==> src/hdl/pmbus_ctrl_consts.vh <==
`ifndef PMBUS_CTRL_CONSTS_VH
`define PMBUS_CTRL_CONSTS_VH

// command codes seen on the decoded command port
`define CMD_OPERATION 8'h01
`define CMD_ON_OFF_CONFIG 8'h02
`define CMD_CLEAR_FAULTS 8'h03
`define CMD_VOUT_TRIM 8'h22
`define CMD_MARGIN_HIGH 8'h25
`define CMD_MARGIN_LOW 8'h26
`define CMD_SCALE_LOOP 8'h29
`define CMD_OC_WARN 8'h4a
`define CMD_SOFT_START_TIME 8'h61
`define CMD_STATUS_BYTE 8'h78
`define CMD_STATUS_TEMP 8'h7d
`define CMD_STATUS_CML 8'h7e

// on/off config field positions and reset value
`define CFG_POWER_UP_POLICY 4
`define CFG_COMMAND_RESP 3
`define CFG_PIN_RESP 2
`define CFG_PIN_POLARITY 1
`define CFG_PIN_ACTION 0
`define CFG_RESET 5'h17

// operation byte fields
`define OP_ON_BIT 7
`define OP_MARGIN_MSB 5
`define OP_MARGIN_LSB 2
`define OP_RESET 8'h00
`define MARGIN_LOW_IGNORE 4'h5
`define MARGIN_LOW_ACT 4'h6
`define MARGIN_HIGH_IGNORE 4'h9
`define MARGIN_HIGH_ACT 4'ha

// linear-format exponents, two's complement 5 bits
`define EXP_SOFT_START_TIME 5'h1c
`define EXP_SCALE_LOOP 5'h17
`define EXP_OC_WARN 5'h1f

// reset values of the word registers, ratio maximum and fixed warn limit
`define SCALE_MANT_RESET 11'h100
`define SCALE_MANT_MAX 11'h200
`define TON_IDX_RESET 3'h0
`define TRIM_RESET 16'h0000
`define MARGIN_HIGH_RESET 15'h0000
`define MARGIN_LOW_RESET 15'h0000
`define OC_WARN_RESET 6'h1d
`define OC_WARN_FIXED 6'h1d

// soft-start mantissas, 600us up to 9ms
`define TON_M0 11'h00a
`define TON_M1 11'h00e
`define TON_M2 11'h013
`define TON_M3 11'h01d
`define TON_M4 11'h02b
`define TON_M5 11'h043
`define TON_M6 11'h060
`define TON_M7 11'h090

// reference: 600 mV in units of 2^-19 V, and 25 % of it
`define VREF_NOM_CODE 28'h004_ccc_d
`define TRIM_WINDOW_LIM 27'h001_3333

// status bit positions
`define STB_TEMP 2
`define STB_CML 1
`define CML_INVALID_CMD 7
`define CML_INVALID_DATA 6
`define TEMP_OT_FAULT 7
`define TEMP_OT_WARN 6

`endif

==> src/hdl/pmbus_output_control.v <==
// Notes on behaviour
// - policy 0 runs on power; 1 waits
// - command response bit gates operation on bit
// - pin response bit requires asserted pin
// - rise time exponent -4, top mantissa zero
// - eight rise settings, 600us to 9ms
// - divider ratio: exponent -9, 11-bit mantissa
// - ratio mantissa resets 256, max 512
// - target is 600 mV reference plus trim times ratio
// - trim is signed offset, exponent -10
// - out-of-window trim: zero, alert, status
// - margin levels exponent -10, bit 15 zero
// - margin target is level plus trim, times ratio, no reference
// - operation bits 5:2 select margin mode
// - warn limit exponent -1, six bits writable
// - warn limit 500 mA steps, fixed option
// - temperature status shows fault and warning
// - operation bit 7 is output on
// - config low five bits, given defaults
// - linear word: mantissa times two^exponent
`timescale 1ns/100ps
`include "pmbus_ctrl_consts.vh"

module pmbus_output_control #(
  // 1 holds the warning limit at its fixed value
  parameter FIXED_OC_WARN = 1
) (
  // clock and reset
  input wire i_clk,
  input wire i_rst_n,
  // decoded command port from the bus framer
  input wire i_cmd_valid,
  input wire i_cmd_write,
  input wire [7:0] i_cmd_code,
  input wire [15:0] i_cmd_data,
  output reg [15:0] o_rd_data_r,
  output reg o_rd_valid_r,
  // pins and monitors
  input wire i_power_present,
  input wire i_onoff_pin,
  input wire i_ot_fault,
  input wire i_ot_warn,
  // outputs to the power stage
  output reg o_output_enable_r,
  output wire [27:0] o_vref_target,
  output reg [2:0] o_rise_sel_r,
  output wire [5:0] o_oc_warn_limit,
  output reg o_margin_fault_act_r,
  output wire o_smbalert_n
);

  // synchronisers for the outside pins
  reg power_meta_r;
  reg power_sync_r;
  reg pin_meta_r;
  reg pin_sync_r;

  // command registers
  reg [4:0] power_on_policy_config_r;
  reg [7:0] operation_control_r;
  reg [2:0] soft_start_idx_r;
  reg [10:0] output_divider_ratio_r;
  reg [15:0] output_offset_trim_r;
  reg trim_bad_r; // stored trim lies outside the window
  reg [14:0] margin_high_level_r;
  reg [14:0] margin_low_level_r;
  reg [5:0] oc_warn_r;

  // sticky status
  reg cml_invalid_cmd_r;
  reg cml_invalid_data_r;
  reg temp_fault_r;
  reg temp_warn_r;

  // decode helpers
  wire wr;
  wire rd;
  wire clear_faults;
  wire [3:0] margin_field;
  wire margin_low;
  wire margin_high;
  wire [15:0] trim_eff;
  wire [3:0] rise_lookup;
  wire trim_in_window;
  wire scale_ok;
  wire known_cmd;
  wire pin_asserted;
  wire output_enable_nxt;
  wire [7:0] status_byte;
  wire [7:0] status_cml;
  wire [7:0] status_temp;
  reg [15:0] rd_data_nxt;

  // rise mantissa to setting index, bit 3 marks a listed value
  function [3:0] rise_index;
    input [15:0] word;
    begin
      rise_index = 4'h0;
      if (word[15:11] == `EXP_SOFT_START_TIME) begin
        if (word[10:0] == `TON_M0) rise_index = 4'h8;
        else if (word[10:0] == `TON_M1) rise_index = 4'h9;
        else if (word[10:0] == `TON_M2) rise_index = 4'ha;
        else if (word[10:0] == `TON_M3) rise_index = 4'hb;
        else if (word[10:0] == `TON_M4) rise_index = 4'hc;
        else if (word[10:0] == `TON_M5) rise_index = 4'hd;
        else if (word[10:0] == `TON_M6) rise_index = 4'he;
        else if (word[10:0] == `TON_M7) rise_index = 4'hf;
      end
    end
  endfunction

  // setting index back to its mantissa for read back
  function [10:0] rise_mant;
    input [2:0] idx;
    begin
      case (idx)
        3'h0: rise_mant = `TON_M0;
        3'h1: rise_mant = `TON_M1;
        3'h2: rise_mant = `TON_M2;
        3'h3: rise_mant = `TON_M3;
        3'h4: rise_mant = `TON_M4;
        3'h5: rise_mant = `TON_M5;
        3'h6: rise_mant = `TON_M6;
        default: rise_mant = `TON_M7;
      endcase
    end
  endfunction

  // trim times ratio must stay within 25 % of the reference
  function in_window;
    input [15:0] trim;
    input [10:0] mant;
    reg signed [26:0] p;
    begin
      p = $signed(trim) * $signed({1'b0, mant});
      if (p < 0) begin
        in_window = ((-p) <= $signed(`TRIM_WINDOW_LIM));
      end else begin
        in_window = (p <= $signed(`TRIM_WINDOW_LIM));
      end
    end
  endfunction

  assign wr = i_cmd_valid & i_cmd_write;
  assign rd = i_cmd_valid & ~i_cmd_write;
  assign clear_faults = wr & (i_cmd_code == `CMD_CLEAR_FAULTS);

  assign margin_field = operation_control_r[`OP_MARGIN_MSB:`OP_MARGIN_LSB];
  assign margin_low = (margin_field == `MARGIN_LOW_IGNORE) |
                      (margin_field == `MARGIN_LOW_ACT);
  assign margin_high = (margin_field == `MARGIN_HIGH_IGNORE) |
                       (margin_field == `MARGIN_HIGH_ACT);

  assign trim_eff = trim_bad_r ? `TRIM_RESET : output_offset_trim_r;

  assign rise_lookup = rise_index(i_cmd_data);
  // window check of the signed offset
  assign trim_in_window = in_window(i_cmd_data, output_divider_ratio_r);
  // ratio mantissa from 1 up to 512
  assign scale_ok = (i_cmd_data[15:11] == `EXP_SCALE_LOOP) &
                    (i_cmd_data[10:0] != 11'h000) &
                    (i_cmd_data[10:0] <= `SCALE_MANT_MAX);

  assign known_cmd = (i_cmd_code == `CMD_OPERATION) |
                     (i_cmd_code == `CMD_ON_OFF_CONFIG) |
                     (i_cmd_code == `CMD_CLEAR_FAULTS) |
                     (i_cmd_code == `CMD_VOUT_TRIM) |
                     (i_cmd_code == `CMD_MARGIN_HIGH) |
                     (i_cmd_code == `CMD_MARGIN_LOW) |
                     (i_cmd_code == `CMD_SCALE_LOOP) |
                     (i_cmd_code == `CMD_OC_WARN) |
                     (i_cmd_code == `CMD_SOFT_START_TIME) |
                     (i_cmd_code == `CMD_STATUS_BYTE) |
                     (i_cmd_code == `CMD_STATUS_TEMP) |
                     (i_cmd_code == `CMD_STATUS_CML);

  // two flops on the power and on/off pins before anything looks at them
  always @(posedge i_clk or negedge i_rst_n) begin
    if (!i_rst_n) begin
      power_meta_r <= 1'b0;
      power_sync_r <= 1'b0;
      pin_meta_r <= 1'b0;
      pin_sync_r <= 1'b0;
    end else begin
      power_meta_r <= i_power_present;
      power_sync_r <= power_meta_r;
      pin_meta_r <= i_onoff_pin;
      pin_sync_r <= pin_meta_r;
    end
  end

  // polarity 1 means the pin is active high
  assign pin_asserted =
    power_on_policy_config_r[`CFG_PIN_POLARITY] ? pin_sync_r : ~pin_sync_r;

  // policy 0 ignores pin and command
  // bit 7 of operation is on
  assign output_enable_nxt = power_sync_r &
    (~power_on_policy_config_r[`CFG_POWER_UP_POLICY] |
     ((~power_on_policy_config_r[`CFG_PIN_RESP] | pin_asserted) &
      (~power_on_policy_config_r[`CFG_COMMAND_RESP] |
       operation_control_r[`OP_ON_BIT])));

  // output enable and stage settings come from flops
  always @(posedge i_clk or negedge i_rst_n) begin
    if (!i_rst_n) begin
      o_output_enable_r <= 1'b0;
      o_rise_sel_r <= `TON_IDX_RESET;
      o_margin_fault_act_r <= 1'b0;
    end else begin
      o_output_enable_r <= output_enable_nxt;
      o_rise_sel_r <= soft_start_idx_r;
      // act-on-fault variants have bit 1 of the field set and bit 0 clear
      o_margin_fault_act_r <= (margin_field == `MARGIN_LOW_ACT) |
                              (margin_field == `MARGIN_HIGH_ACT);
    end
  end

  // command register writes
  always @(posedge i_clk or negedge i_rst_n) begin
    if (!i_rst_n) begin
      power_on_policy_config_r <= `CFG_RESET;
      operation_control_r <= `OP_RESET;
      soft_start_idx_r <= `TON_IDX_RESET;
      output_divider_ratio_r <= `SCALE_MANT_RESET;
      output_offset_trim_r <= `TRIM_RESET;
      trim_bad_r <= 1'b0;
      margin_high_level_r <= `MARGIN_HIGH_RESET;
      margin_low_level_r <= `MARGIN_LOW_RESET;
      oc_warn_r <= `OC_WARN_RESET;
    end else if (wr) begin
      if (i_cmd_code == `CMD_OPERATION) begin
        operation_control_r <= i_cmd_data[7:0];
      end else if (i_cmd_code == `CMD_ON_OFF_CONFIG) begin
        // four writable bits, bit 0 stays set
        power_on_policy_config_r <= {i_cmd_data[4:1], 1'b1};
      end else if (i_cmd_code == `CMD_SOFT_START_TIME) begin
        if (rise_lookup[3]) begin
          soft_start_idx_r <= rise_lookup[2:0];
        end
      end else if (i_cmd_code == `CMD_SCALE_LOOP) begin
        if (scale_ok) begin
          output_divider_ratio_r <= i_cmd_data[10:0];
        end
      end else if (i_cmd_code == `CMD_VOUT_TRIM) begin
        // keep value, use zero if outside window
        output_offset_trim_r <= i_cmd_data;
        trim_bad_r <= ~trim_in_window;
      end else if (i_cmd_code == `CMD_MARGIN_HIGH) begin
        margin_high_level_r <= i_cmd_data[14:0];
      end else if (i_cmd_code == `CMD_MARGIN_LOW) begin
        margin_low_level_r <= i_cmd_data[14:0];
      end else if (i_cmd_code == `CMD_OC_WARN) begin
        oc_warn_r <= i_cmd_data[5:0];
      end
    end
  end

  // sticky status; a new event beats a clear in the same cycle
  always @(posedge i_clk or negedge i_rst_n) begin
    if (!i_rst_n) begin
      cml_invalid_cmd_r <= 1'b0;
      cml_invalid_data_r <= 1'b0;
      temp_fault_r <= 1'b0;
      temp_warn_r <= 1'b0;
    end else begin
      // unknown code, read or write
      if (i_cmd_valid & ~known_cmd) begin
        cml_invalid_cmd_r <= 1'b1;
      end else if (clear_faults) begin
        cml_invalid_cmd_r <= 1'b0;
      end
      if (wr & (((i_cmd_code == `CMD_VOUT_TRIM) & ~trim_in_window) |
                ((i_cmd_code == `CMD_SOFT_START_TIME) & ~rise_lookup[3]) |
                ((i_cmd_code == `CMD_SCALE_LOOP) & ~scale_ok))) begin
        cml_invalid_data_r <= 1'b1;
      end else if (clear_faults) begin
        cml_invalid_data_r <= 1'b0;
      end
      if (i_ot_fault) begin
        temp_fault_r <= 1'b1;
      end else if (clear_faults) begin
        temp_fault_r <= 1'b0;
      end
      if (i_ot_warn) begin
        temp_warn_r <= 1'b1;
      end else if (clear_faults) begin
        temp_warn_r <= 1'b0;
      end
    end
  end

  assign status_cml = {cml_invalid_cmd_r, cml_invalid_data_r, 6'h00};
  assign status_temp = {temp_fault_r, temp_warn_r, 6'h00};
  assign status_byte = {5'h00, (temp_fault_r | temp_warn_r),
                        (cml_invalid_cmd_r | cml_invalid_data_r), 1'b0};

  // alert low while any status bit is set
  assign o_smbalert_n = ~(|status_byte);

  // fixed limit, 500 mA per count
  assign o_oc_warn_limit = (FIXED_OC_WARN != 0) ? `OC_WARN_FIXED : oc_warn_r;

  // read mux; unknown codes read as zero
  always @* begin
    rd_data_nxt = 16'h0000;
    if (i_cmd_code == `CMD_OPERATION) begin
      rd_data_nxt = {8'h00, operation_control_r};
    end else if (i_cmd_code == `CMD_ON_OFF_CONFIG) begin
      rd_data_nxt = {11'h000, power_on_policy_config_r};
    end else if (i_cmd_code == `CMD_SOFT_START_TIME) begin
      rd_data_nxt = {`EXP_SOFT_START_TIME, rise_mant(soft_start_idx_r)};
    end else if (i_cmd_code == `CMD_SCALE_LOOP) begin
      rd_data_nxt = {`EXP_SCALE_LOOP, output_divider_ratio_r};
    end else if (i_cmd_code == `CMD_VOUT_TRIM) begin
      rd_data_nxt = output_offset_trim_r;
    end else if (i_cmd_code == `CMD_MARGIN_HIGH) begin
      rd_data_nxt = {1'b0, margin_high_level_r};
    end else if (i_cmd_code == `CMD_MARGIN_LOW) begin
      rd_data_nxt = {1'b0, margin_low_level_r};
    end else if (i_cmd_code == `CMD_OC_WARN) begin
      // exponent over mantissa in one word
      rd_data_nxt = {`EXP_OC_WARN, 5'h00, o_oc_warn_limit};
    end else if (i_cmd_code == `CMD_STATUS_BYTE) begin
      rd_data_nxt = {8'h00, status_byte};
    end else if (i_cmd_code == `CMD_STATUS_TEMP) begin
      rd_data_nxt = {8'h00, status_temp};
    end else if (i_cmd_code == `CMD_STATUS_CML) begin
      rd_data_nxt = {8'h00, status_cml};
    end
  end

  // read answer one cycle after the request
  always @(posedge i_clk or negedge i_rst_n) begin
    if (!i_rst_n) begin
      o_rd_data_r <= 16'h0000;
      o_rd_valid_r <= 1'b0;
    end else begin
      o_rd_valid_r <= rd;
      if (rd) begin
        o_rd_data_r <= rd_data_nxt;
      end
    end
  end

  // reference target for the regulator
  vref_target u_vref (
    .i_clk(i_clk),
    .i_rst_n(i_rst_n),
    .i_trim(trim_eff),
    .i_margin_level(margin_high ? margin_high_level_r : margin_low_level_r),
    .i_margin_low(margin_low),
    .i_margin_high(margin_high),
    .i_scale_mant(output_divider_ratio_r),
    .o_vref_r(o_vref_target)
  );

endmodule // pmbus_output_control

==> src/hdl/vref_target.v <==
`timescale 1ns/100ps
`include "pmbus_ctrl_consts.vh"

module vref_target (
  // clock and reset
  input wire i_clk,
  input wire i_rst_n,
  // settings
  input wire [15:0] i_trim,
  input wire [14:0] i_margin_level,
  input wire i_margin_low,
  input wire i_margin_high,
  input wire [10:0] i_scale_mant,
  // reference code, units of 2^-19 V
  output reg [27:0] o_vref_r
);

  // margin level chosen by the operation byte
  wire [14:0] level_sel;
  // level plus trim, signed
  wire signed [16:0] sum;
  // either trim alone or level plus trim
  wire signed [16:0] offset;
  // offset scaled by the divider ratio
  wire signed [27:0] prod;
  wire [27:0] vref_nxt;

  assign level_sel = i_margin_high ? i_margin_level : i_margin_level;
  assign sum = $signed({2'b00, level_sel}) + $signed({i_trim[15], i_trim});
  assign offset = (i_margin_low | i_margin_high) ? sum :
                  $signed({i_trim[15], i_trim});
  assign prod = offset * $signed({6'h00, i_scale_mant});

  // the target is set by moving the reference, not the divider
  // nominal reference plus scaled offset, or the scaled offset alone when margining
  assign vref_nxt = (i_margin_low | i_margin_high) ? prod :
                    (`VREF_NOM_CODE + prod);

  // registered so the long multiply path ends in a flop
  always @(posedge i_clk or negedge i_rst_n) begin
    if (!i_rst_n) begin
      o_vref_r <= `VREF_NOM_CODE;
    end else begin
      o_vref_r <= vref_nxt;
    end
  end

endmodule // vref_target

==> config.mk <==
export PLATFORM = sky130hd
export DESIGN_NAME = pmbus_output_control
export DESIGN_NICKNAME = d
export VERILOG_FILES = /design/src/hdl/pmbus_output_control.v /design/src/hdl/vref_target.v
export VERILOG_INCLUDE_DIRS = /design/src /design/src/hdl
export SDC_FILE = /design/constraint.sdc
export NUM_CORES = 1
export LEC_CHECK = 0
export ABC_AREA = 0
export ABC_CLOCK_PERIOD_IN_PS = 10400
export BUFFER_PORTS_ARGS = -buffer_cell sky130_fd_sc_hd__buf_2
export CORE_MARGIN = 8
export CORE_UTILIZATION = 60
export CTS_CLUSTER_DIAMETER = 80
export DETAILED_ROUTE_END_ITERATION = 6
export HOLD_SLACK_MARGIN = 0.06
export PLACE_DENSITY = 0.78
export SLEW_MARGIN = 20
export SYNTH_ARGS = -nofsm -noshare
export SYNTH_HDL_FRONTEND = slang
export SYNTH_SLANG_ARGS = --single-unit
==> constraint.sdc <==
create_clock -name i_clk -period 10.4 [get_ports i_clk]
set_clock_uncertainty 0.15 [all_clocks]
set_input_delay 1.56 -clock i_clk [delete_from_list [all_inputs] [get_ports i_clk]]
set_output_delay 1.56 -clock i_clk [all_outputs]
set_load 0.02 [all_outputs]
Word-level counts from Yosys, hierarchy flattened
Cells that the tools add are included.
{"block": "totals", "output_inout_bits": 57, "wordCells": 159, "regBits": 131, "inputBits": 32}
{"block": "op_classes", "mul": 2, "eq_ne": 32, "n_mux": 32, "n_bitwise": 50, "addsub": 3, "n_reduce_logical": 14, "n_lt_le_gt_ge": 4}
{"operator": "$mux W16", "count": 9}
{"operator": "$pmux W8 S7", "count": 1}
{"operator": "$le A27 B18 Y1 const B", "count": 2}
{"operator": "$eq A8 B7 Y1 const B", "count": 5}
{"operator": "$mux W4", "count": 9}
{"operator": "$eq A8 B6 Y1 const B", "count": 4}
{"operator": "$add A19 B28 Y28 const A", "count": 1}
{"operator": "$mul A17 B12 Y28", "count": 1}
{"operator": "$mux W28", "count": 1}
{"operator": "$lt A27 B1 Y1 const B", "count": 1}
{"operator": "$mul A16 B12 Y27", "count": 1}
{"operator": "$neg A27 Y27", "count": 1}
{"operator": "$mux W8", "count": 3}
{"operator": "$eq A11 B4 Y1 const B", "count": 2}
{"operator": "$eq A11 B5 Y1 const B", "count": 2}
{"operator": "$eq A11 B7 Y1 const B", "count": 2}
{"operator": "$or A1 B1 Y1", "count": 22}
{"operator": "$add A16 B16 Y17", "count": 1}
{"operator": "$mux W17", "count": 1}
{"operator": "$eq A8 B2 Y1 const B", "count": 2}
{"operator": "$not A1 Y1", "count": 16}
{"operator": "$mux W15", "count": 1}
{"operator": "$and A1 B1 Y1", "count": 12}
{"operator": "$reduce_and A6 Y1", "count": 2}
{"operator": "20 further kinds", "count": 35}

Longest topological paths before layout
Gate-level depths: netlist of the first run.
{"block": "depth", "word_depth": 16, "depth_mapped": 40, "mapped_depth_nobuf": 37}

Hierarchy
From an unflattened synthesis of the first run, not the netlist that was laid out.
{"block": "unflattened", "cells_unflattened": 2460, "hier_area_um2": 21908.5}
{"mod": "pmbus_output_control", "area_per_inst_um2": 12697.2, "seq_area_each_um2": 2582.5, "instances": 1, "cells_per_inst": 1379}
{"mod": "vref_target", "area_per_inst_um2": 9211.3, "seq_area_each_um2": 713.2, "instances": 1, "cells_per_inst": 1081}

Worst setup path before layout of the first run
OpenSTA, ideal clock, no wires.
{"block": "synth_path", "kind": "reg2reg", "from": "reg operation_control_r[2]", "to": "reg u_vref.o_vref_r[27]", "setup_slack_ns": 0.813, "setup_ns": 0.134, "t_required_ns": 10.116, "path_stages_with_launch": 40, "t_arrival_ns": 9.304, "path_buffers": 2, "synth_period_minus_slack_ns": 9.587, "cell_sequence": "dfrtp_1 -> xnor2_1 -> nor3b_1 -> clkbuf_1 -> mux2_2 -> ha_1 -> inv_1 -> fa_1 -> nor2b_1 -> o21ai_0 -> a21boi_0 -> o21ai_0 -> a21oi_1 -> o21ai_0 -> nand2_1 -> a21o_1 -> a211oi_1 -> o41ai_1 -> [4 not listed] -> inv_1 -> fa_1 -> fa_1 -> inv_1 -> fa_1 -> inv_1 -> ha_1 -> or3_1 -> a311o_1 -> o21ai_0 -> a21oi_1 -> nor3_1 -> a211oi_1 -> o21a_1 -> o21ai_0 -> o31ai_1 -> nor4b_4 -> xnor3_1"}
{"block": "synth_via", "elab_chain_len": 8, "elab_cells_between_ends": 13, "cone_classes": "add/sub: 2; mul: 1; eq/ne: 4; mux: 3; bitwise: 3"}
{"item": "start, declared", "line": "pmbus_output_control.v:60", "source": "reg [7:0] operation_control_r;"}
{"item": "start signal, assigned", "line": "pmbus_output_control.v:223", "source": "operation_control_r <= `OP_RESET;"}
{"item": "start signal, assigned", "line": "pmbus_output_control.v:233", "source": "operation_control_r <= i_cmd_data[7:0];"}
{"item": "$eq A4 B4 Y1 (no source line)"}
{"item": "$or A1 B1 Y1", "line": "pmbus_output_control.v:151", "source": "assign margin_high = (margin_field == `MARGIN_HIGH_IGNORE) |"}
{"item": "$mux W15", "line": "pmbus_output_control.v:351", "source": ".i_margin_level(margin_high ? margin_high_level_r : margin_low_level_r),"}
{"item": "$add A16 B16 Y17", "line": "vref_target.v:29", "source": "assign sum = $signed({2'b00, level_sel}) + $signed({i_trim[15], i_trim});"}
{"item": "$mux W17", "line": "vref_target.v:30", "source": "assign offset = (i_margin_low | i_margin_high) ? sum :"}
{"item": "$mul A17 B12 Y28", "line": "vref_target.v:32", "source": "assign prod = offset * $signed({6'h00, i_scale_mant});"}
{"item": "$add A19 B28 Y28 (no source line)"}
{"item": "$mux W28 *", "line": "vref_target.v:36", "source": "assign vref_nxt = (i_margin_low | i_margin_high) ? prod :"}
{"item": "named net u_vref.vref_nxt[27]", "line": "vref_target.v:26", "source": "wire [27:0] vref_nxt;"}
{"item": "end signal, assigned", "line": "vref_target.v:42", "source": "o_vref_r <= `VREF_NOM_CODE;"}
{"item": "end signal, assigned", "line": "vref_target.v:44", "source": "o_vref_r <= vref_nxt;"}
{"item": "end, declared", "line": "vref_target.v:15", "source": "output reg [27:0] o_vref_r"}
Mark *: on every way through the listed nets, which the timed path passes. The rest lies on a longest branch.
A chain may end at the register's enable or synchronous reset.

Final worst setup path of the first run
Same ends and word-level chain as after synthesis.

==> qor.csv, run 1 <==
metric,value,unit
result of the run,"complete, but fails checks",
violations in the final reports,design-rule violations,
IO Pins,89,
critical path launch point,operation_control_r[2],
number of logic stages on the critical path including buffering,35,
DP Worst Slack,0.5130,ns
buffer type at the clock tree root,sky130_fd_sc_hd__clkbuf_16,
pin count of the biggest net entering global routing,74,
minimum clock period after layout,9.746,ns
synth-to-layout area growth,6.447,%
final wirelength,51.30,mm
synthesized area per cell,8.916,um^2
delay contributed by the slowest stage of the critical path,0.52,ns
share of synthesized registers carrying an async set or reset,1.000,
cell area power density,59.32,nW/um^2
library cells used by synthesis,82,
post-layout worst setup margin,0.6539,ns
arrival time at the worst endpoint,9.92,ns
input/output buffers,82,
max-cap violations,0,
setup violators final,0,
Worst Max-Slew Pin Slew,0.9075,ns
count of flip-flops with a built-in enable after synthesis,0,
category of cells accounting for the largest share of critical-path delay,compound AO/OA/AOI/OAI gates,
setup slack of the most critical reg-to-reg path,0.65,ns
register clock-pin slew on the reported worst setup and hold paths,0.07,ns
insertion delay of the later-clocked pin in the worst-skew pair,0.44,ns
number of antenna-violating nets in the routed design,0,
CP bufs+invs,4,
via count of the first global-routing pass,18166,
Worst R2R Start,operation_control_r[2],
Tot GR Track Use,0.2570,
Die Footprint,41590,um^2
worst min-delay path class,reg -> reg,
HPWL reported at the end of detailed placement,38.94,mm
"area leader, netlist",sky130_fd_sc_hd__fa_1,
placer's final routability congestion estimate,0.9053,
Clock H-tree levels,4,
Die X,203.9,um
endpoint type of the worst setup path,register,
leakage power figure,11.53,nW
Final Hold Slack,0.2112,ns
flip-flop and latch count after synthesis,131,
Total Negative Setup Slacks,0,ns
first drt pass iteration count,7,
ant diodes,0,
hold buffer count at CTS,0,
highest attainable clock frequency,102.6,MHz
proportion of netlist area held by the largest area contributor,0.3051,
number of max-slew violations in the final report,0,
maximum ir drop on the vdd rail,0.1126,mV
depth of the worst register-to-register path,35,
CTS buffer count,17,
crit-path max FO,15,
worst slew margin relative to its limit,0.3933,
number of instances in the synthesized netlist,2377,
count of routing violations after the opening detailed-route iteration,1110,
"buffers from clock root to sink, at most",2,
starting utilization of the core area,0.6031,
Synth warnings,0,
"Hold Vio Cnt, Final",0,
ys flop type,sky130_fd_sc_hd__dfrtp_1,
global-route wire length before repair,87.51,mm
site row count,69,
final net count,2890,
required time at the endpoint of the critical path,10.58,ns
synthesized area,21190,um^2
share of the clock period used by the worst path,0.9371,
critical path class,reg -> reg,
average wire per standard cell,17.88,um
Worst Setup Start Kind,register,
core outline area,35140,um^2
endpoint of the worst setup timing path,u_vref.o_vref_r[27],
number of vias per cell,5.863,
routed via count,16822,
sink count of the clock tree,131,
fraction of layout instances using a drive strength above 1,0.1092,
FF-to-FF End,u_vref.o_vref_r[27],
Die H,203.9,um
CTS tree,yes,
most area-consuming cells after synthesis,"sky130_fd_sc_hd__fa_1 (31%), sky130_fd_sc_hd__dfrtp_1 (14%), sky130_fd_sc_hd__ha_1 (8.3%), sky130_fd_sc_hd__inv_1 (7.2%), sky130_fd_sc_hd__nand2_1 (6.1%)",
unrepaired setup endpoints after global routing,no,
final global-route overflow total,0,
antenna violations before repair,0,
CP max stage cell,sky130_fd_sc_hd__fa_1,
"Seq/Total Area, Yosys",0.1555,
remaining design rule violation count,8,
==> sequential cells by signal, summed over array words and instances (netlist names), 3 cells and up <==
name                      cells
margin_high_level_r          15
output_offset_trim_r         16
u_vref.o_vref_r              28
o_rise_sel_r                  3
operation_control_r           8
output_divider_ratio_r       11
margin_low_level_r           15
power_on_policy_config_r      4
soft_start_idx_r              3
o_rd_data_r                  16
==> how the worst min path moves through the flow <==
stage | startpoint | depth (start not counted) | slack, ns | endpoint
final | power_meta_r | 0 | 0.21 | power_sync_r
after global routing | power_meta_r | 0 | 0.23 | power_sync_r
after CTS | power_meta_r | 0 | 0.22 | power_sync_r
after detailed placement | power_meta_r | 0 | 0.19 | power_sync_r
after global placement | power_meta_r | 0 | 0.20 | power_sync_r
after floorplan | pin_meta_r | 0 | 0.18 | pin_sync_r
==> Yosys cell counts, drive strengths merged (31+ instances only) <==
| master | number |
|---|---|
| nor2b | 31 |
| a21oi | 59 |
| xor2 | 35 |
| nor2 | 79 |
| xnor2 | 59 |
| mux2 | 77 |
| clkbuf | 108 |
| and2 | 148 |
| inv | 407 |
| dfrtp | 117 |
| o21ai | 83 |
| fa | 323 |
| nand2 | 342 |
| ha | 140 |
==> kinds of logic after synthesis <==
kind of cell	Yosys count	share of synthesized area
compound gates	323	0.1023
xor+xnor	95	0.03991
fa+ha+maj	463	0.3878
buf+inv	524	0.09387
flops	131	0.1555
mux	85	0.04469
other cells	2	0.0003544
simple gates	754	0.1756
==> routing by layer <==
metal	vias to the layer above	wire [um]	GRT usage
met1	8381	20060	0.3138
met3	147	3537	0.04517
li1	7630	-	-
met2	664	25970	0.4477
met4	0	1732	0.1013
met5	-	0	0
==> final cells by class <==
cell class / instances / area [um^2]
sequential: 131 / 3296
multi-input combinational: 1726 / 15960
inverter: 407 / 1528
clock buffer: 17 / 425.4
clock inverter: 15 / 136.4
timing repair buffer: 112 / 641.9
fill: 2822 / 12580
tap: 461 / 576.8
==> metrics by stage <==
step | total power, mW | util | instances | cell area, um^2
after CTS | 1.338 | 0.6414 | 2869 | 22540
final | 1.338 | 0.6420 | 2869 | 22560
after global placement | 0.7442 | 0.6254 | 2837 | 21980
after floorplan | 0.6838 | - | 2381 | 21210
after detailed placement | 0.7510 | 0.6254 | 2837 | 21980
after global routing | 1.388 | 0.6420 | 2869 | 22560
==> report_power, final <==
part	internal [mW]	total [mW]	switching (mW)
clock	0.315	0.594	0.279
combinational	0.0705	0.209	0.138
sequential	0.526	0.536	0.00993
==> what timing repair did <==
action | in CTS | in global routing
hold endpoints to repair | 0 | 0
buffers inserted | 0 | 0
gates resized for setup | 0 | 5
setup endpoints to repair | 0 | 2
==> cells in the final DEF, fill, tap and decap left out, drive strengths merged, types with 77 or more instances in the layout <==
master | netlist | layout
inv | 407 | 416
nand2 | 342 | 342
fa | 323 | 323
and2 | 148 | 148
ha | 140 | 140
dfrtp | 117 | 117
buf | 9 | 112
o21ai | 83 | 83
nor2 | 79 | 79
mux2 | 77 | 77
Power figures use the tool's default switching activity.
==> run 2: changes to the inputs <==
--- a/config.mk
+++ b/config.mk
@@ -10,12 +10,12 @@
 export ABC_CLOCK_PERIOD_IN_PS = 10400
 export BUFFER_PORTS_ARGS = -buffer_cell sky130_fd_sc_hd__buf_2
 export CORE_MARGIN = 8
-export CORE_UTILIZATION = 60
+export CORE_UTILIZATION = 65
 export CTS_CLUSTER_DIAMETER = 80
 export DETAILED_ROUTE_END_ITERATION = 6
 export HOLD_SLACK_MARGIN = 0.06
-export PLACE_DENSITY = 0.78
-export SLEW_MARGIN = 20
+export PLACE_DENSITY = 0.83
 export SYNTH_ARGS = -nofsm -noshare
 export SYNTH_HDL_FRONTEND = slang
+export SYNTH_HIERARCHICAL = 1
 export SYNTH_SLANG_ARGS = --single-unit
==> qor.csv, run 2 <==
metric,value,unit
most area-consuming cells after synthesis,"sky130_fd_sc_hd__fa_1 (30%), sky130_fd_sc_hd__dfrtp_1 (13%), sky130_fd_sc_hd__ha_1 (8.0%), sky130_fd_sc_hd__inv_1 (6.8%), sky130_fd_sc_hd__nand2_1 (5.4%)",
setup slack of the most critical reg-to-reg path,0.63,ns
CP bufs+invs,5,
CTS tree,yes,
first drt pass iteration count,7,
sink count of the clock tree,131,
# fillers,2610,
"commonest cells after routing, fill and taps aside","sky130_fd_sc_hd__inv_1 (398), sky130_fd_sc_hd__fa_1 (323), sky130_fd_sc_hd__nand2_1 (318), sky130_fd_sc_hd__ha_1 (140), sky130_fd_sc_hd__and2_1 (135)",
cts repair resizes,0,
max-cap violations,0,
Die Footprint,39840,um^2
number of instances in the synthesized netlist,2460,
leakage power figure,11.79,nW
Worst Setup Start Kind,register,
FF-to-FF End,u_vref/o_vref_r[26],
most common library cell in the layout ignoring fill and taps,sky130_fd_sc_hd__inv_1,
cell with the most instances on the worst path,sky130_fd_sc_hd__fa_1,
final standard cell utilization of the core,0.6932,
register clock-pin slew on the reported worst setup and hold paths,0.06,ns
proportion of netlist area held by the largest area contributor,0.2951,
minimum clock period after layout,9.769,ns
Placed Area,22550,um^2
delay contributed by the slowest stage of the critical path,0.71,ns
highest attainable clock frequency,102.4,MHz
maximum ir drop on the vdd rail,0.07450,mV
synth-to-layout area growth,5.574,%
category of cells accounting for the largest share of critical-path delay,adder cells,
placer's final routability congestion estimate,0.9082,
endpoint type of the worst setup path,register,
flip-flop and latch count after synthesis,131,
"number of placed instances, taps included",2880,
insertion delay of the later-clocked pin in the worst-skew pair,0.44,ns
Worst Max-Slew Pin Slew,1.403,ns
result of the run,finished clean,
"buffers from clock root to sink, at most",2,
count of routing violations after the opening detailed-route iteration,1372,
CP max stage cell,sky130_fd_sc_hd__a21oi_1,
site row count,67,
"area leader, netlist",sky130_fd_sc_hd__fa_1,
worst slew margin relative to its limit,0.05581,
remaining design rule violation count,0,
Die H,199.6,um
average wire per standard cell,18.50,um
CTS buffer count,17,
IO Pins,89,
Die X,199.6,um
final wirelength,53.88,mm
Largest regs,"u_vref/o_vref_r x28, o_rd_data_r x16, output_offset_trim_r x16",
"Seq/Total Area, Yosys",0.1504,
Synth warnings,6,
critical path class,reg -> reg,
ant diodes,0,
Largest register FFs,28,
via count of the first global-routing pass,18986,
antenna violations before repair,1,
required time at the endpoint of the critical path,10.54,ns
cell area power density,52.90,nW/um^2
crit-path max FO,11,
post-layout worst setup margin,0.6314,ns
"Hold Vio Cnt, Final",0,
core outline area,33360,um^2
Clock H-tree levels,4,
ys flop type,sky130_fd_sc_hd__dfrtp_1,
total area of multi-input combinational cells,16590,um^2
area of all placed cells without fillers,23130,um^2
DP Worst Slack,0.7621,ns
most instantiated cells after synthesis,"sky130_fd_sc_hd__inv_1 (398), sky130_fd_sc_hd__fa_1 (323), sky130_fd_sc_hd__nand2_1 (318)",
relative contribution of the clock network to total power,0.501,
starting utilization of the core area,0.6566,
Tot GR Track Use,0.2827,
share of power burned in combinational logic,0.067,
number of max-slew violations in the final report,0,
Hold EP,power_sync_r,
library cells used by synthesis,93,
cell count of the worst hold path,0,
net switching power of the design,0.3243,mW
routed via count,17646,
share of the clock period used by the worst path,0.9393,
number of antenna-violating nets in the routed design,0,
setup violators final,0,
count of flip-flops with a built-in enable after synthesis,0,
final global-route overflow total,0,
input/output buffers,82,
buffers inserted during post-CTS setup optimization,0,
Switching Fraction,0.2650,
arrival time at the worst endpoint,9.91,ns
worst min-delay path class,reg -> reg,
register with the most flip-flops,u_vref/o_vref_r,
HPWL reported at the end of detailed placement,41.21,mm
share of synthesized registers carrying an async set or reset,1.000,
buffer type at the clock tree root,sky130_fd_sc_hd__clkbuf_16,
hold buffer count at CTS,0,
Worst R2R Start,operation_control_r[2],
pin count of the biggest net entering global routing,80,
depth of the worst register-to-register path,30,
unrepaired setup endpoints after global routing,no,
number of vias per cell,6.060,
most repeated cell in the gate-level netlist after synthesis,sky130_fd_sc_hd__inv_1,
final net count,2946,
fraction of layout instances using a drive strength above 1,0.1088,
sequential cell fraction of total power,0.432,
synthesized area per cell,8.906,um^2
Total Negative Setup Slacks,0,ns
global-route wire length before repair,91.05,mm
synthesized area,21910,um^2
internal power of the cells,0.8993,mW
footprint of the flip-flops and latches,3296,um^2
"Cell Count, Final, Fillers Out",2912,
critical hold path startpoint,power_meta_r,
## run 2: final cells by class
class                           instances  area share
Clock inverter                         13    0.006437
Clock buffer                           19     0.01872
Sequential cell                       131      0.1425
Timing Repair Buffer                  107     0.02597
Multi-Input combinational cell       1795      0.7174
Inverter                              399     0.06475
Tap cell                              448     0.02423
## run 2: worst max-delay path by stage
stage	start	endpoint	cells past startpoint
2_1_floorplan	operation_control_r[2]	u_vref/o_vref_r[26]	33
3_3_place_gp	operation_control_r[2]	u_vref/o_vref_r[26]	30
3_5_place_dp	operation_control_r[2]	u_vref/o_vref_r[26]	30
4_1_cts	operation_control_r[2]	u_vref/o_vref_r[26]	30
5_1_grt	operation_control_r[2]	u_vref/o_vref_r[26]	32
6_report	operation_control_r[2]	u_vref/o_vref_r[26]	30
## run 2: metal layers
layer  share of wire  GRT usage  vias up
li1                -          -     7914
met1            0.39     0.3447     8777
met2            0.50     0.4935      773
met3           0.069    0.04126      180
met4           0.035     0.1240        2
met5         0.00024          0        -
## run 2: per-stage QoR
step | total power, mW | hold WS [ns]
2_1_floorplan | 0.5789 | 0.1812
3_3_place_gp | 0.6143 | 0.1853
3_5_place_dp | 0.6171 | 0.1924
4_1_cts | 1.225 | 0.2061
5_1_grt | 1.254 | 0.2105
6_report | 1.224 | 0.2033
## run 2: power by group through the flow
| stage | clock (mW) | combinational (mW) | sequential, mW |
|---|---|---|---|
| after detailed placement | 0 | 0.0804 | 0.537 |
| final | 0.613 | 0.0822 | 0.528 |
| after global routing | 0.637 | 0.0886 | 0.529 |
| after global placement | 0 | 0.0783 | 0.536 |
| after CTS | 0.617 | 0.0807 | 0.528 |
| after floorplan | 0 | 0.0434 | 0.536 |
## run 2: cell families (layout without fill, tap and decap cells)
group                    after synthesis  in the layout  share of synthesized area
multiplexers                          92             92                    0.04700
AO/OA/AOI/OAI                        355            355                     0.1146
adder cells (fa/ha/maj)              463            463                     0.3751
flip-flops                           131            131                     0.1504
buffers and inverters                538            538                    0.09395
AND/OR/NAND/NOR                      772            772                     0.1749
XOR/XNOR                             107            107                    0.04375
other                                  2              6                  0.0003428
==> run 3: changes to the inputs <==
--- a/config.mk
+++ b/config.mk
@@ -17,5 +17,4 @@
 export PLACE_DENSITY = 0.83
 export SYNTH_ARGS = -nofsm -noshare
 export SYNTH_HDL_FRONTEND = slang
-export SYNTH_HIERARCHICAL = 1
 export SYNTH_SLANG_ARGS = --single-unit
==> qor.csv, run 3 (same netlist as run 1, synthesis figures left out) <==
metric,value,unit
result of the run,finished clean,
sequential cell fraction of total power,0.382,
setup slack of the most critical reg-to-reg path,0.56,ns
Hold EP,power_sync_r,
Worst Max-Slew Pin Slew,0.8852,ns
count of routing violations after the opening detailed-route iteration,1177,
area of all placed cells without fillers,22620,um^2
critical path class,reg -> reg,
register with the most flip-flops,u_vref.o_vref_r,
core outline area,32290,um^2
crit-path max FO,11,
final global-route overflow total,0,
final wirelength,52.08,mm
"buffers from clock root to sink, at most",2,
arrival time at the worst endpoint,10.00,ns
depth of the worst register-to-register path,37,
relative contribution of the clock network to total power,0.466,
share of the clock period used by the worst path,0.9458,
CTS buffer count,17,
delay contributed by the slowest stage of the critical path,0.54,ns
Placed Area,21960,um^2
unrepaired setup endpoints after global routing,no,
insertion delay of the later-clocked pin in the worst-skew pair,0.44,ns
starting utilization of the core area,0.6564,
first drt pass iteration count,5,
required time at the endpoint of the critical path,10.57,ns
CP max stage cell,sky130_fd_sc_hd__fa_1,
Worst R2R Start,operation_control_r[3],
leakage power figure,11.58,nW
"Hold Vio Cnt, Final",0,
HPWL reported at the end of detailed placement,39.22,mm
Clock H-tree levels,4,
highest attainable clock frequency,101.7,MHz
Total Negative Setup Slacks,0,ns
antenna violations before repair,1,
cell area power density,61.88,nW/um^2
global-route wire length before repair,89.41,mm
sink count of the clock tree,131,
Die H,196.6,um
via count of the first global-routing pass,18552,
pin count of the biggest net entering global routing,91,
most common library cell in the layout ignoring fill and taps,sky130_fd_sc_hd__inv_1,
buffer type at the clock tree root,sky130_fd_sc_hd__clkbuf_16,
Tot GR Track Use,0.2840,
power consumption,1.400,mW
IO Pins,89,
Die Footprint,38640,um^2
worst slew margin relative to its limit,0.4082,
Switching Fraction,0.3094,
# fillers,2378,
average wire per standard cell,18.25,um
site row count,66,
fraction of layout instances using a drive strength above 1,0.1095,
critical path launch point,operation_control_r[3],
worst min-delay path class,reg -> reg,
minimum clock period after layout,9.836,ns
Die X,196.6,um
net switching power of the design,0.4331,mW
register clock-pin slew on the reported worst setup and hold paths,0.07,ns
share of power burned in combinational logic,0.151,
number of max-slew violations in the final report,0,
FF-to-FF End,u_vref.o_vref_r[27],
input/output buffers,82,
"commonest cells after routing, fill and taps aside","sky130_fd_sc_hd__inv_1 (407), sky130_fd_sc_hd__nand2_1 (342), sky130_fd_sc_hd__fa_1 (323), sky130_fd_sc_hd__and2_1 (147), sky130_fd_sc_hd__ha_1 (140)",
synth-to-layout area growth,6.742,%
placer's final routability congestion estimate,0.9201,
Worst Setup Start Kind,register,
final net count,2892,
max-cap violations,0,
cell count of the worst hold path,0,
CTS tree,yes,
maximum ir drop on the vdd rail,0.1273,mV
number of vias per cell,5.952,
Largest register FFs,28,
final standard cell utilization of the core,0.7006,
Largest regs,"u_vref.o_vref_r x28, o_rd_data_r x16, output_offset_trim_r x16",
number of antenna-violating nets in the routed design,0,
Final Hold Slack,0.2054,ns
setup violators final,0,
routed via count,16981,
endpoint type of the worst setup path,register,
remaining design rule violation count,0,
internal power of the cells,0.9667,mW
critical hold path startpoint,power_meta_r,
[run 3: changes by cell type in the layout (fill, tap and decap cells not counted), sizes merged, moves of 10 or more]
cell   before  now
and2      135  148
inv       404  415
mux2       87   77
nor3       40   25
o21ai      67   83
a21oi      80   59
nand2     318  342
[run 3: power by group through the flow]
stage               Sequential, mW  Clock (mW)  Combinational (mW)
floorplan                    0.551           0               0.132
global placement             0.544           0               0.201
detailed placement           0.544           0               0.208
CTS                          0.535       0.657               0.211
global route                 0.537       0.679               0.235
finish                       0.535       0.653               0.212
[run 3: cell type report]
type	count	area [um^2]	share of cell area
Inverter	407	1528	0.06753
Sequential cell	131	3296	0.1457
Timing Repair Buffer	114	656.9	0.02904
Multi-Input combinational cell	1726	15950	0.7051
Clock buffer	17	425.4	0.01881
Tap cell	442	553.0	0.02445
Clock inverter	15	209.0	0.009237
Antenna cell	1	2.502	0.0001106
[run 3: worst max path at each step]
stage                                to  slack [ns]
floorplan           u_vref.o_vref_r[27]        0.81
global placement    u_vref.o_vref_r[27]        0.90
detailed placement  u_vref.o_vref_r[27]        0.66
CTS                 u_vref.o_vref_r[27]        0.36
global route        u_vref.o_vref_r[27]        0.02
finish              u_vref.o_vref_r[27]        0.56
[run 3: repair_timing]
item,in CTS,in global routing
hold buffers,0,0
resized for setup,0,4
setup buffers,0,1
endpoints found under the setup margin,0,3
[run 3: routing by layer]
layer  global-route usage  vias to the layer above  wire (um)
li1                     -                     7621          -
met3              0.04076                      190       3588
met4               0.1432                        0       2166
met5                    0                        -          0
met2               0.4887                      707      26250
met1               0.3468                     8463      20070
[run 3: per-stage QoR]
stage	std cells	worst slack [ns]
after floorplan	2381	0.8125
after global placement	2819	0.8964
after detailed placement	2819	0.6632
after CTS	2851	0.3600
after global routing	2853	0.01893
final	2853	0.5639
[run 3: critical path: cells and delay by family (launching register included)]
family                     cells  cell delay (ns)
adders and majority gates      7             3.19
buffers and inverters          5             0.53
AOI/OAI and AO/OA             14             3.06
and+or+nand+nor                6             1.20
DFF                            1             0.44
xor gates and xnor gates       4             0.80
muxes                          1             0.33
